## config.mk

```make
export PLATFORM = sky130hd
export DESIGN_NAME = rplt_timing
export DESIGN_NICKNAME = d
export VERILOG_FILES = /design/src/inc/rplt_pkg.sv /design/src/hdl/rplt_timing.sv
export SDC_FILE = /design/constraint.sdc
export NUM_CORES = 1
export LEC_CHECK = 0
export BUFFER_PORTS_ARGS = -buffer_cell sky130_fd_sc_hd__buf_2
export CAP_MARGIN = 5
export CORE_MARGIN = 2
export CORE_UTILIZATION = 60
export CTS_CLUSTER_DIAMETER = 30
export DETAILED_ROUTE_END_ITERATION = 6
export PLACE_DENSITY = 0.8
export RECOVER_POWER = 50
export SYNTH_ARGS = -nofsm -noshare
export SYNTH_HDL_FRONTEND = slang
export SYNTH_SLANG_ARGS = --single-unit
```

## constraint.sdc

```tcl
create_clock -name clk -period 5.9 [get_ports clk]
set_clock_uncertainty 0.1 [all_clocks]
set_input_delay 0 -clock clk [delete_from_list [all_inputs] [get_ports clk]]
set_output_delay 0 -clock clk [all_outputs]
set_load 0.03 [all_outputs]
```

## src/inc/rplt_pkg.sv

```systemverilog
// Constants for the resonant-mode period limit and output edge timing block.
package rplt_pkg;

    // Register offsets on the device register port.
    localparam logic [7:0] OFS_FREQ_SET       = 8'h40;
    localparam logic [7:0] OFS_FIRST_RISE     = 8'h41;
    localparam logic [7:0] OFS_PERIOD_UPPER   = 8'h42;
    localparam logic [7:0] OFS_FIRST_FALL     = 8'h43;
    localparam logic [7:0] OFS_PERIOD_LOWER   = 8'h44;
    localparam logic [7:0] OFS_SECOND_RISE    = 8'h45;

    // Field positions and codes.
    localparam int         FREQ_FIELD_MSB     = 5;
    localparam int         LOWER_NIBBLE_MSB   = 7;
    localparam int         LOWER_NIBBLE_LSB   = 4;
    localparam logic [5:0] RESONANT_CODE      = 6'h3F;

    // Reset values of the registers.
    localparam logic [7:0] RST_FREQ_SET       = 8'h00;
    localparam logic [7:0] RST_DELAY          = 8'h00;
    localparam logic [7:0] RST_PERIOD_UPPER   = 8'h00;
    localparam logic [7:0] RST_PERIOD_LOWER   = 8'h00;

    // Timing: one limit count is 5 ns, the clock period is 50 ns.
    localparam int         COUNT_NS           = 5;
    localparam int         CLK_PERIOD_NS      = 50;
    localparam int         STEP_COUNTS        = CLK_PERIOD_NS / COUNT_NS;

    // Run state of the switching cycle generator.
    typedef enum logic [1:0] {
        ST_OFF = 2'b01,
        ST_RUN = 2'b10
    } rplt_state_e;

endpackage

```

## src/hdl/rplt_timing.sv

```systemverilog
// Resonant-mode switching period limit and gate edge timing generator.
//
// Behaviour
// - The 12-bit longest cycle limit has its upper eight bits in the upper period register.
// - The lower four bits of that limit come from bits 7 to 4 of the lower period register.
// - The limit is always used as the combined 12-bit value, never one part alone.
// - One limit count stands for 5 ns of switching cycle.
// - The primary output falls at a set 8-bit offset from mid-cycle, 5 ns per count.
// - The secondary output rises its 8-bit register value x 5 ns after the cycle start.
// - Resonant timing runs only while the 6-bit frequency field holds all ones.
`timescale 1ns/1ps

module rplt_timing
    import rplt_pkg::*;
#(
    parameter int PERIOD_W = 12
) (
    // Clock, reset and clock enable.
    input  wire logic                clk,
    input  wire logic                rstn,
    input  wire logic                ce,
    // Register port.
    input  wire logic [7:0]          regAddr,
    input  wire logic                regWrEn,
    input  wire logic [7:0]          regWrData,
    input  wire logic                regRdEn,
    output logic      [7:0]          regRdData,
    // Feedback loop command.
    input  wire logic                loopActive,
    input  wire logic [PERIOD_W-1:0] cmdPeriod,
    // Gate outputs and status.
    output logic                     primary_gate_out,
    output logic                     secondary_gate_out,
    output logic                     cycleStart,
    output logic      [PERIOD_W-1:0] activePeriod
);

    // Elaboration check: the limit is exactly one byte plus one nibble.
    if (PERIOD_W != 12) begin : g_bad_width
        $error("PERIOD_W must be 12");
    end

    localparam int PH_W = PERIOD_W + 2;
    localparam logic signed [PH_W-1:0] STEP = PH_W'(STEP_COUNTS);

    ////////////////////////////////////////////////////////////////////////////////
    // Registers.

    logic [7:0] freqSet_q;
    logic [7:0] firstRise_q;
    logic [7:0] periodUpper_q;
    logic [7:0] firstFall_q;
    logic [7:0] periodLower_q;
    logic [7:0] secondRise_q;

    // Register writes; all bits including reserved ones are kept.
    always_ff @(posedge clk or negedge rstn) begin
        if (!rstn) begin
            freqSet_q     <= RST_FREQ_SET;
            firstRise_q   <= RST_DELAY;
            periodUpper_q <= RST_PERIOD_UPPER;
            firstFall_q   <= RST_DELAY;
            periodLower_q <= RST_PERIOD_LOWER;
            secondRise_q  <= RST_DELAY;
        end else if (ce && regWrEn) begin
            case (regAddr)
                OFS_FREQ_SET:     freqSet_q     <= regWrData;
                OFS_FIRST_RISE:   firstRise_q   <= regWrData;
                OFS_PERIOD_UPPER: periodUpper_q <= regWrData;
                OFS_FIRST_FALL:   firstFall_q   <= regWrData;
                OFS_PERIOD_LOWER: periodLower_q <= regWrData;
                OFS_SECOND_RISE:  secondRise_q  <= regWrData;
                default: ;
            endcase
        end
    end

    // Registered read data; unmapped offsets read as zero.
    always_ff @(posedge clk or negedge rstn) begin
        if (!rstn) begin
            regRdData <= 8'h00;
        end else if (ce && regRdEn) begin
            case (regAddr)
                OFS_FREQ_SET:     regRdData <= freqSet_q;
                OFS_FIRST_RISE:   regRdData <= firstRise_q;
                OFS_PERIOD_UPPER: regRdData <= periodUpper_q;
                OFS_FIRST_FALL:   regRdData <= firstFall_q;
                OFS_PERIOD_LOWER: regRdData <= periodLower_q;
                OFS_SECOND_RISE:  regRdData <= secondRise_q;
                default:          regRdData <= 8'h00;
            endcase
        end
    end

    ////////////////////////////////////////////////////////////////////////////////
    // Period limit and clamp.

    logic [PERIOD_W-1:0] maxLimit;
    logic [PERIOD_W-1:0] periodSel;
    logic                resonant;

    // The limit is only ever used as the full byte plus nibble value.
    assign maxLimit  = {periodUpper_q,
                        periodLower_q[LOWER_NIBBLE_MSB:LOWER_NIBBLE_LSB]};
    // A regulating loop may shorten the period but never stretch it past the limit.
    assign periodSel = (loopActive && (cmdPeriod < maxLimit)) ?
                       cmdPeriod : maxLimit;
    assign resonant  = (freqSet_q[FREQ_FIELD_MSB:0] == RESONANT_CODE);

    ////////////////////////////////////////////////////////////////////////////////
    // Cycle generator.

    rplt_state_e              state_q;
    logic signed [PH_W-1:0]   phase_q;
    logic signed [PH_W-1:0]   nextPhase;
    logic signed [PH_W-1:0]   fallPoint_q;
    logic signed [PH_W-1:0]   fallCalc;
    logic signed [PH_W-1:0]   risePoint_q;
    logic                     wrap;

    // Mode state follows the frequency field.
    always_ff @(posedge clk or negedge rstn) begin
        if (!rstn) begin
            state_q <= ST_OFF;
        end else if (ce) begin
            case (state_q)
                ST_OFF:  state_q <= resonant ? ST_RUN : ST_OFF;
                ST_RUN:  state_q <= resonant ? ST_RUN : ST_OFF;
                default: state_q <= ST_OFF;
            endcase
        end
    end

    // Phase counts in 5 ns units and advances one clock period per cycle.
    assign nextPhase = phase_q + STEP;
    assign wrap      = (state_q != ST_RUN) || (nextPhase >= $signed({2'b00, activePeriod}));
    // Mid-cycle plus the sign-extended code gives trailing or leading fall.
    assign fallCalc  = $signed({3'b000, periodSel[PERIOD_W-1:1]})
                     + PH_W'($signed(firstFall_q));

    // Phase and per-cycle timing, latched at each cycle start.
    always_ff @(posedge clk or negedge rstn) begin
        if (!rstn) begin
            phase_q      <= '0;
            activePeriod <= '0;
            fallPoint_q  <= '0;
            risePoint_q  <= '0;
            cycleStart   <= 1'b0;
        end else if (ce) begin
            cycleStart <= wrap && resonant;
            if (wrap) begin
                phase_q      <= '0;
                activePeriod <= periodSel;
                fallPoint_q  <= fallCalc;
                risePoint_q  <= $signed({{(PH_W-8){1'b0}}, secondRise_q});
            end else begin
                phase_q <= nextPhase;
            end
        end
    end

    // Gate outputs, low whenever resonant mode is not running.
    always_ff @(posedge clk or negedge rstn) begin
        if (!rstn) begin
            primary_gate_out   <= 1'b0;
            secondary_gate_out <= 1'b0;
        end else if (ce) begin
            primary_gate_out   <= (state_q == ST_RUN) && (phase_q < fallPoint_q);
            secondary_gate_out <= (state_q == ST_RUN) && (phase_q >= risePoint_q);
        end
    end
endmodule // rplt_timing

```

Word-level counts from Yosys, hierarchy flattened
Cells that the tools add are included.

Add/subtract/negate cells: 2. Multipliers: 0. Divide/modulo/power cells: 0. Order comparisons: 4. Eq/ne operators: 10. Shift-type cells: 0. Multiplexer cells: 5. Bitwise gates (word level): 0. Reductions and logical operators: 15.

Operators by type and width (number): == test 8 x 7 -> 1 bit, second input constant (6); case mux 8 bit (6 select lines) (1); adder 14 x 5 -> 14 bit, second input constant (1); greater-or-equal comparator 14 x 13 -> 1 bit (1); greater-or-equal comparator 14 x 9 -> 1 bit (1); less-than comparator 14 bit (1); 2-to-1 mux 14 bit (1); AND reduction 2 bit (7); adder 12 x 8 -> 13 bit (1); less-than comparator 12 bit (1); 2-to-1 mux 12 bit (1); == test 6 bit, second input constant (1); logical AND 1 bit (6); 2-to-1 mux 2 bit (2); == test 2 x 1 -> 1 bit, second input constant (1); == test 2 bit, second input constant (1); != test 2 bit, second input constant (1); OR reduction 2 bit (1); logical OR 1 bit (1).

Register bits after elaboration: 109. Latch bits: 0. RAM bits: 0. ROM bits: 0. Input bits: 34. Output and inout port bits: 23. Logic and storage cells: 51. Memories kept: 0.

Depth between registers and ports, before layout
Gate-level depths: netlist of the first run.

Depth in word-level cells: 4. Mapped depth: 18. Mapped depth without buffers: 18.

Worst setup path after synthesis of the first run
OpenSTA, ideal clock, no wires.

Path type: reg-to-reg. From: register periodUpper_q[3]. To: register fallPoint_q[9]. Library setup time: 0.082 ns. Data arrival time: 3.963 ns. Data required time: 5.718 ns. Slack: 1.755 ns. Cell stages (with the launch flop): 19. Path buffers: 1. Period minus slack after synthesis: 4.145 ns. Cells stage by stage: dfrtp_1 inv_1 ha_1 nand2_1 or4_1 o21ai_0 a21oi_1 o21ai_1 buf_4 mux2i_1 inv_1 ha_1 a21o_1 a21oi_1 o21bai_1 o41ai_2 a21oi_1 or3b_2 a31oi_1.

Cells in the longest elaborated chain, start to end: 4.

RTL lines: start: declaration (line rplt_timing.sv:51) `logic [7:0] periodUpper_q;`; start signal: assignment (line rplt_timing.sv:69) `OFS_PERIOD_UPPER: periodUpper_q <= regWrData;`; less-than comparator 12 bit (line rplt_timing.sv:106) `assign periodSel = (loopActive && (cmdPeriod < maxLimit)) ?`; logical AND 1 bit (line rplt_timing.sv:106); 2-to-1 mux 12 bit (line rplt_timing.sv:106); named net periodSel[2] (line rplt_timing.sv:99) `logic [PERIOD_W-1:0] periodSel;`; adder 12 x 8 -> 13 bit (line rplt_timing.sv:139) `+ PH_W'($signed(firstFall_q));`; end signal: assignment (line rplt_timing.sv:154) `fallPoint_q <= fallCalc;`; end: declaration (line rplt_timing.sv:116) `logic signed [PH_W-1:0] fallPoint_q;`.

The timed path passes the listed nets, and every way through them passes these cells. A chain may end at the register's enable or synchronous reset.

Worst setup path in the final report of the first run
From: register periodUpper_q[2]. To: register fallPoint_q[9].

Same word-level chain as after synthesis.

==> flow_summary_export.csv, run 1 <==
group,metric,value,unit
floorplanning,die_w,107,um
global_routing,grt_max_degree,76,
clock_tree,cts_tree,"built",
synth,avgSynthCellArea,10.4,um2
placed_design,dpl.cell_count,784,
cells_and_area,fin_nets,774,
floorplanning,start_util,61.6,%
synth,synth_flop_cell,"dfrtp_1",
setup_path,cp_max_fo,10,
pwr,p_sw_share,29.6,%
placed_design,dp_hpwl,11600,um
global_routing,grt_pass1_wl,24900,um
placed_design,io_buffers,56,
pwr,power.internal,1000,uW
routing,wirelength,15400,um
sta,grt_setup_unrepaired,"no",
clock_tree,cts_buffers,9,
setup_path,path_cells,"inv_1 > ha_1 > nand2_1 > or4_1 > o21ai_0 > a21oi_1 > o21ai_1 > buf_4 > mux2_2 > ha_1 > a21oi_1 > o21bai_1 > o41ai_2 > a21oi_1 > or3b_2 > a31oi_1",
synth,synth_area,0.00633,mm2
clock_tree,post_cts_buffers,0,
pwr,total_power,1420,uW
setup_path,critPathMaxStageDelay,510,ps
cells_and_area,antennaDiodeCount,0,
setup_path,end_kind,"flop",
cells_and_area,final_common_cell,"dfrtp_1",
sta,slew_violations,28,
synth,ys_seq_area_share,42.3,%
cells_and_area,syn_to_final_growth,11.9,%
sta,tns,0,ps
setup_path,arrival,4740,ps
pwr,leakagePower,0.00340,uW
sta,setup_slack,1370,ps
clock_tree,clock_latency,390,ps
sta,hold_violations,0,
sta,finalSetupViolCount,0,
cells_and_area,layout_common_cells,"dfrtp_1, inv_1, mux2_2",
setup_path,cp.required,6110,ps
pwr,ir_worst_vdd,0.116,mV
synth,ys_seq_elements,107,
synth,synth_edf_count,0,
placed_design,dpl_worst_slack,1470,ps
cells_and_area,final_util,68.9,%
global_routing,grt_overflow,0,
routing,ant_nets,0,
clock_tree,clockRootBuffer,"clkbuf_8",
synth,syn-num-nets,701,
placed_design,place.gp.congestion,0.980,
pwr,p_seq_share,55.0,%
global_routing,grt_pass1_vias,4856,
setup_path,critPathSlowestCell,"or4_1",
synth,synth_area_leaders,"dfrtp_1, ha_1, mux2_2",
cells_and_area,layoutNonFillerInstCount,824,
sta,min_period,4530,ps
routing,drc,0,
synth,netlist.top_cell.by_area,"dfrtp_1",
floorplanning,ioPinCount,57,
floorplanning,dieArea,0.0114,mm2
status,outcome,"finished, violations left",
setup_path,crit_top_cell,"a21oi_1",
synth,yosysTopAreaCellShare,41.9,%
synth,syn_inst,610,
clock_tree,clk_pin_slew,110,ps
pwr,clkPwrFrac,30.7,%
synth,synth_cell_types,57,
floorplanning,rows,37,
pwr,p_switching,422,uW
synth,ys_warn_count,0,
flow_run,cap_viol_max_count,1,
sta,timing.final.crit_share,76.8,%
floorplanning,die_h,107,um
global_routing,grt_antenna_before_repair,0,
sta,tightest_slew,1510,ps
sta,slew_headroom,-0.688,%
hold_path,hp-class,"input port to flop",
setup_path,crit_type,"flop to flop",
clock_tree,cts_max_level,3,
pwr,power.density,201,mW/mm2
floorplanning,coreArea,0.0103,mm2
clock_tree,cts_repair_resize_count,0,
sta,fmax,221,MHz
routing,wl_per_cell,18.6,um
synth,async_flop_share,100,%
clock_tree,hold_buffers,24,
status,violations,"max-capacitance violations, max-slew violations",
clock_tree,clockBufferDepth,2,
clock_tree,cts.sinks,107,
global_routing,grt_usage,28.3,%
routing,vias,4942,
cells_and_area,drive_gt1_share,18.2,%
routing,drtIter0Drc,239,
setup_path,crit_path_start_kind,"flop",
pwr,p_comb_share,14.3,%
routing,routed_via_density,6.00,
routing,drt_pass1_iterations,5,
cells by family (layout without fill, tap and decap cells):
| family | Yosys count | in the layout | share of synthesized area, % |
|---|---|---|---|
| muxes | 75 | 75 | 14.5 |
| buffers and inverters | 84 | 162 | 5.44 |
| and+or+nand+nor | 140 | 140 | 10.7 |
| xor gates and xnor gates | 19 | 19 | 2.63 |
| AOI/OAI and AO/OA | 128 | 128 | 13.0 |
| DFF | 107 | 107 | 42.3 |
| adders and majority gates | 57 | 57 | 11.4 |
per-layer routing:
metal / up-vias / GRT usage (%) / routed length, um
li1: 2310 / - / -
met1: 2436 / 39.8 / 6710
met2: 170 / 44.2 / 7280
met3: 26 / 5.53 / 1040
met4: 0 / 9.65 / 337
met5: - / 0 / 0
stage by stage:
stage / instance area, um2 / hold WS (ps)
3_3_place_gp: 6700 / -136
3_5_place_dp: 6700 / -126
6_report: 7080 / 47.0
5_1_grt: 7080 / 74.4
4_1_cts: 7130 / 28.3
2_1_floorplan: 6330 / -396
critical path: cells and delay by family, from the launching register on:
kind / cells / cell delay (ps)
AO/OA/AOI/OAI: 8 / 1620
adder cells (fa/ha/maj): 2 / 600
buffers and inverters: 2 / 320
flip-flops: 1 / 400
multiplexers: 1 / 370
AND/OR/NAND/NOR: 3 / 1030
cells in the mapped netlist (2+ instances only):
cell type  instances
xor2_1             6
xnor2_1           13
a21boi_0           2
inv_1             62
buf_1              3
nand3_1            6
o2bb2ai_1          5
nand2_1           59
a211oi_1           2
o21ai_1            2
and3_1             3
dfrtp_1          106
a22o_1             2
ha_1              56
clkbuf_1          10
mux2i_1            5
mux2_1             3
nor2b_1            4
o31ai_1            6
nand2b_1           8
nor4_1             4
a21o_1             7
nand4_1           11
a22oi_1            8
o21ai_0           46
or4_1              2
mux4_2             7
mux2_2            60
o21a_1             6
nor2_1            31
and2_1             2
a21oi_1           20
buf_2              5
nor3_1             4
a31oi_1            8
buf_4              2
buf_6              2
a2111oi_0          3
path summary, 6_finish.rpt:
kind / from / to / slack [ps] / cells after the start
setup / recovery: periodUpper_q[2]$_DFFE_PN0P_ / fallPoint_q[9]$_DFFE_PN0P_ / 1370 / 16
hold / removal: regAddr[2] / regRdData[2]$_DFFE_PN0P_ / 50 / 5
setup reg to reg: periodUpper_q[2]$_DFFE_PN0P_ / fallPoint_q[9]$_DFFE_PN0P_ / 1370 / 16
hold reg to reg: fallPoint_q[0]$_DFFE_PN0P_ / fallPoint_q[0]$_DFFE_PN0P_ / 400 / 2
max in group asynchronous: rstn / periodLower_q[5]$_DFFE_PN0P_ / 3490 / 4
min in group asynchronous: rstn / activePeriod[10]$_DFFE_PN0P_ / 500 / 3
registers in the layout, indices dropped and copies added, names as in the netlist, 2 cells and up:
| signal | cells |
|---|---|
| risePoint_q | 8 |
| secondRise_q | 8 |
| activePeriod | 12 |
| firstFall_q | 8 |
| periodLower_q | 8 |
| state_q | 2 |
| firstRise_q | 8 |
| fallPoint_q | 13 |
| phase_q | 13 |
| periodUpper_q | 8 |
| regRdData | 8 |
| freqSet_q | 8 |
cell type report:
class,count,area [um2]
multi-input combinational,419,3300
fill,808,3190
sequential,107,2680
timing repair buffer,84,513
inverter,62,233
tap,136,170
clock buffer,10,128
clock inverter,6,56.3
power by group through the flow:
stage	registers [uW]	clock network (uW)	logic, uW
after global routing	787	470	226
after global placement	795	0	190
after detailed placement	797	0	195
after CTS	782	443	209
after floorplan	814	0	100
final	783	437	203
Power figures use the tool's default switching activity.
==> run 2: changes to the inputs <==
- clock period: 5.9 -> 4.2 ns (I/O delays scaled with it)
==> flow_summary_export.csv, run 2 (synthesis gave the netlist of run 1 again) <==
group,metric,value,unit
sta,hold_violations,0,
hold_path,hold_start,"regAddr[2]",
floorplanning,start_util,61.6,%
global_routing,grtUsageMet1,37.9,%
routing,drtIter0Drc,368,
setup_path,crit_type,"flop to flop",
cells_and_area,reg_top3,"fallPoint_q x13, phase_q x13, activePeriod x12",
sta,finalSetupViolCount,0,
sta,slew_headroom,-9.53,%
cells_and_area,seqCellArea,0.00268,mm2
setup_path,arrival,4340,ps
sta,setup_slack,27.9,ps
placed_design,io_buffers,56,
flow_run,cap_viol_max_count,1,
placed_design,dpl_worst_slack,-21.2,ps
setup_path,cp_max_fo,5,
routing,routed_via_density,6.08,
global_routing,grt-busiest-layer,"met2",
routing,ant_nets,0,
clock_tree,cts_tree,"built",
setup_path,crit_top_cell,"o21ai_1",
sta,timing.final.crit_share,99.3,%
sta,min_period,4170,ps
pwr,leakagePower,0.00349,uW
cells_and_area,layout_common_cells,"dfrtp_1, inv_1, nand2_1, mux2_2, ha_1",
hold_path,hold_end,"regRdData[5]$_DFFE_PN0P_",
clock_tree,clock_latency,380,ps
global_routing,met3_usage,5.05,%
setup_path,critPathSlowestCell,"or4_1",
setup_path,end_kind,"flop",
cells_and_area,final_common_cell,"dfrtp_1",
routing,wl_per_cell,19.4,um
clock_tree,clockRootBuffer,"clkbuf_8",
sta,fmax,240,MHz
pwr,power.internal,1420,uW
setup_path,path_cells,"inv_2 > ha_4 > nand2_1 > or4_1 > o21ai_1 > a21oi_1 > o21ai_1 > buf_4 > mux2i_2 > inv_1 > ha_1 > a21o_1 > a21oi_2 > o21bai_2 > o41ai_2 > buf_4 > buf_6 > o31ai_1 > xnor2_1 > o21ai_1",
pwr,power.density,279,mW/mm2
setup_path,crit_path_start_kind,"flop",
pwr,clkPwrFrac,30.7,%
setup_path,r2r-start,"periodUpper_q[0]$_DFFE_PN0P_",
routing,drc,0,
setup_path,r2r_cells,20,
global_routing,grt_pass1_wl,25200,um
sta,whs,73.8,ps
clock_tree,cts_max_level,3,
pwr,p_switching,611,uW
setup_path,r2r_end,"fallPoint_q[11]$_DFFE_PN0P_",
hold_path,hp-class,"input port to flop",
floorplanning,dieArea,0.0114,mm2
cells_and_area,fin_nets,788,
floorplanning,coreArea,0.0103,mm2
cells_and_area,drive_gt1_share,22.5,%
cells_and_area,fillers,760,
status,violations,"max-capacitance violations, max-slew violations",
global_routing,grt_overflow,0,
pwr,p_seq_share,54.1,%
sta,slew_violations,68,
cells_and_area,antennaDiodeCount,0,
global_routing,grt_pass1_vias,5092,
routing,vias,5091,
cells_and_area,multiInputGateArea,0.00339,mm2
setup_path,cp.required,4370,ps
sta,grt_setup_unrepaired,"yes",
pwr,p_sw_share,30.1,%
hold_path,whs_path_depth,5,
pwr,ir_worst_vdd,0.199,mV
floorplanning,die_w,107,um
setup_path,critPathMaxStageDelay,540,ps
clock_tree,cts_buffers,9,
global_routing,grt_max_degree,68,
floorplanning,ioPinCount,57,
floorplanning,rows,37,
sta,tightest_slew,1640,ps
global_routing,grt_usage,28.5,%
floorplanning,die_h,107,um
pwr,p_comb_share,15.2,%
routing,wirelength,16200,um
clock_tree,clockBufferDepth,2,
routing,drt_pass1_iterations,5,
clock_tree,cts.sinks,107,
global_routing,grt_use_met2,46.5,%
setup_path,rrSetupSlack,30,ps
placed_design,place.gp.congestion,0.984,
status,outcome,"finished, violations left",
placed_design,dp_hpwl,11400,um
global_routing,grt_antenna_before_repair,0,
cells_and_area,syn_to_final_growth,15.1,%
clock_tree,clk_pin_slew,120,ps
[run 2: power groups by stage]
stage / clock (uW) / sequential (uW) / combinational, uW
2_1_floorplan: 0 / 1140 / 141
3_3_place_gp: 0 / 1120 / 269
3_5_place_dp: 0 / 1120 / 278
4_1_cts: 629 / 1100 / 296
5_1_grt: 670 / 1100 / 336
6_report: 622 / 1100 / 308
[run 2: timing repair]
action / 4_1_cts / 5_1_grt
endpoints found under the setup margin: 2 / 6
hold buffers: 21 / 0
pin swaps: 1 / 11
hold endpoints to repair: 129 / 0
buffers inserted: 1 / 6
gates resized for setup: 2 / 18
[run 2: layout make-up]
type / instances / area share [%]
clock inverter: 6 / 0.842
multi-input combinational: 419 / 46.6
sequential: 107 / 36.8
clock buffer: 10 / 1.75
tap: 136 / 2.34
timing repair buffer: 98 / 8.52
inverter: 62 / 3.20
[run 2: routing by layer]
metal / routed length, um / vias up
met3: 1100 / 38
met2: 7880 / 218
met4: 482 / 0
li1: - / 2334
met1: 6780 / 2501
met5: 0 / -
[run 2: per-stage QoR]
stage | cells | utilization [%] | cell area [um2] | TNS [ps] | power, uW
after global routing | 838 | 70.8 | 7280 | -717 | 2110
after global placement | 794 | 65.9 | 6770 | 0 | 1380
final | 838 | 70.8 | 7280 | 0 | 2030
after detailed placement | 794 | 65.9 | 6770 | -21.2 | 1390
after CTS | 832 | 70.0 | 7190 | 0 | 2020
after floorplan | 610 | - | 6330 | 0 | 1280
[run 2: how the worst max path moves through the flow]
stage                                 start                          end  cells after the start
6_report       periodUpper_q[0]$_DFFE_PN0P_  fallPoint_q[11]$_DFFE_PN0P_                     20
5_1_grt        periodUpper_q[3]$_DFFE_PN0P_  fallPoint_q[10]$_DFFE_PN0P_                     19
4_1_cts        periodUpper_q[0]$_DFFE_PN0P_   fallPoint_q[9]$_DFFE_PN0P_                     18
3_5_place_dp   periodUpper_q[3]$_DFFE_PN0P_  fallPoint_q[10]$_DFFE_PN0P_                     19
3_3_place_gp   periodUpper_q[3]$_DFFE_PN0P_  fallPoint_q[10]$_DFFE_PN0P_                     19
2_1_floorplan  periodUpper_q[3]$_DFFE_PN0P_   fallPoint_q[9]$_DFFE_PN0P_                     18
[run 2: worst max-delay path, delay by kind of cell, from the launching register on]
kind,cells,cell delay [ps]
adders and majority gates,2,540
buffers and inverters,5,620
xor gates and xnor gates,1,170
muxes,1,250
AOI/OAI and AO/OA,9,1350
DFF,1,440
and+or+nand+nor,2,600
==> run 3: changes to the inputs <==
- CORE_UTILIZATION: 60 -> 65
- HOLD_SLACK_MARGIN: not set -> 0.1
- PLACE_DENSITY: 0.8 -> 0.86
- SKIP_LAST_GASP: not set -> 1
- clock period: 4.2 -> 5.05 ns (I/O delays scaled with it)
==> flow_summary_export.csv, run 3 (synthesis gave the netlist of run 1 again) <==
group,metric,value,unit
cells_and_area,final_area,0.00714,mm2
cells_and_area,final_common_cell,"dfrtp_1",
cells_and_area,fillers,684,
clock_tree,cts.sinks,107,
pwr,ir_worst_vdd,0.152,mV
setup_path,r2r-start,"periodUpper_q[3]$_DFFE_PN0P_",
clock_tree,cts_repair_resize_count,0,
sta,fmax,214,MHz
setup_path,critPathSlowestCell,"or4_1",
setup_path,arrival,4830,ps
global_routing,grt_pass1_vias,4815,
clock_tree,clock_latency,390,ps
setup_path,crit_type,"flop to flop",
routing,drc,0,
sta,tns,0,ps
sta,slew_headroom,-32.5,%
routing,ant_nets,0,
setup_path,path_cells,"inv_1 > ha_1 > nand2_1 > or4_1 > o21ai_0 > a21oi_1 > o21ai_1 > buf_4 > mux2_2 > ha_1 > nor2b_1 > o31ai_1 > a22oi_1 > a21o_1 > a21oi_1 > xor2_1 > o21ai_0",
global_routing,grt_overflow,0,
pwr,leakagePower,0.00343,uW
global_routing,grt_antenna_before_repair,0,
placed_design,io_buffers,56,
routing,routed_via_density,6.10,
routing,drtIter0Drc,300,
setup_path,cp_top_family,"compound AO/OA/AOI/OAI gates",
cells_and_area,drive_gt1_share,17.9,%
clock_tree,cts_tree,"built",
hold_path,whs_path_depth,4,
hold_path,hold_end,"regRdData[0]$_DFFE_PN0P_",
hold_path,hold_start,"regAddr[1]",
sta,min_period,4670,ps
floorplanning,dieArea,0.0105,mm2
sta,finalSetupViolCount,0,
floorplanning,ioPinCount,57,
setup_path,r2r_end,"fallPoint_q[10]$_DFFE_PN0P_",
sta,hold_violations,0,
sta,grt_setup_unrepaired,"no",
cells_and_area,antennaDiodeCount,0,
clock_tree,cts_max_level,3,
flow_run,cap_viol_max_count,2,
setup_path,critPathMaxStageDelay,500,ps
routing,wirelength,15600,um
floorplanning,rows,36,
status,violations,"max-capacitance violations, max-slew violations",
routing,vias,5032,
floorplanning,die_h,103,um
cells_and_area,fin_nets,778,
placed_design,dp_hpwl,11400,um
setup_path,r2r_cells,17,
floorplanning,start_util,65.9,%
setup_path,crit_path_start_kind,"flop",
sta,tightest_slew,1990,ps
placed_design,dpl.cell_count,780,
hold_path,hp-class,"input port to flop",
placed_design,placedInstanceArea,0.00669,mm2
cells_and_area,syn_to_final_growth,12.8,%
clock_tree,clockBufferDepth,2,
sta,slew_violations,109,
pwr,total_power,1710,uW
global_routing,grt_pass1_wl,24700,um
clock_tree,clk_pin_slew,110,ps
setup_path,end_kind,"flop",
floorplanning,coreArea,0.00959,mm2
sta,timing.final.crit_share,92.5,%
routing,drt_pass1_iterations,5,
clock_tree,clockRootBuffer,"clkbuf_8",
clock_tree,post_cts_buffers,0,
cells_and_area,layoutNonFillerInstCount,825,
setup_path,path_buf_inv,2,
setup_path,rrSetupSlack,380,ps
clock_tree,cts_buffers,9,
routing,wl_per_cell,18.9,um
global_routing,grt_usage,31.1,%
cells_and_area,layout_common_cells,"dfrtp_1, inv_1, mux2_2",
pwr,power.density,240,mW/mm2
placed_design,place.gp.congestion,0.883,
setup_path,cp.required,5210,ps
setup_path,cp_max_fo,9,
global_routing,grt_max_degree,72,
floorplanning,die_w,103,um
cells_and_area,reg_top3,"fallPoint_q x13, phase_q x13, activePeriod x12",
status,outcome,"finished, violations left",
run 3: how the worst max path moves through the flow:
stage	startpoint	to	slack (ps)	depth (start not counted)
2_1_floorplan	periodUpper_q[3]$_DFFE_PN0P_	fallPoint_q[9]$_DFFE_PN0P_	910	18
3_3_place_gp	phase_q[3]$_DFFE_PN0P_	risePoint_q[4]$_DFFE_PN0P_	720	13
3_5_place_dp	periodUpper_q[3]$_DFFE_PN0P_	fallPoint_q[9]$_DFFE_PN0P_	500	16
4_1_cts	periodUpper_q[3]$_DFFE_PN0P_	fallPoint_q[10]$_DFFE_PN0P_	460	17
5_1_grt	periodUpper_q[2]$_DFFE_PN0P_	fallPoint_q[10]$_DFFE_PN0P_	60	17
6_report	periodUpper_q[3]$_DFFE_PN0P_	fallPoint_q[10]$_DFFE_PN0P_	380	17
run 3: repair_timing:
action	in CTS	in global routing
hold buffers	29	0
setup endpoints to repair	0	0
hold endpoints to repair	119	0
run 3: metrics by stage:
stage / utilization [%] / hold WS, ps / setup slack (ps)
6_report: 74.4 / 107 / 377
5_1_grt: 74.4 / 153 / 56.0
4_1_cts: 74.9 / 101 / 456
3_5_place_dp: 69.7 / -93.6 / 500
3_3_place_gp: 69.7 / -103 / 723
2_1_floorplan: - / -396 / 905
run 3: routing by layer:
layer | routed length (um) | track usage (%)
met4 | 447 | 11.6
met1 | 6640 | 43.6
met3 | 1010 | 4.61
met2 | 7490 | 49.3
met5 | 0 | 0
run 3: cell type report:
type	instances	area, um2	share of cell area [%]
inverters	62	233	3.26
multi-input cells	419	3300	46.3
well taps	133	166	2.33
repair buffers	88	553	7.75
flip-flops and latches	107	2680	37.5
clock buffers	10	128	1.79
clock inverters	6	73.8	1.03
run 3: tightest hold or removal path, stage by stage:
cell	delay, ps
buf_2	260
nor3_2	160
nand2_1	80
a31oi_1	70
run 3: power breakdown:
group / internal [uW] / switching, uW
clock: 237 / 316
sequential: 890 / 24.2
combinational: 92.5 / 151
total: 1220 / 491
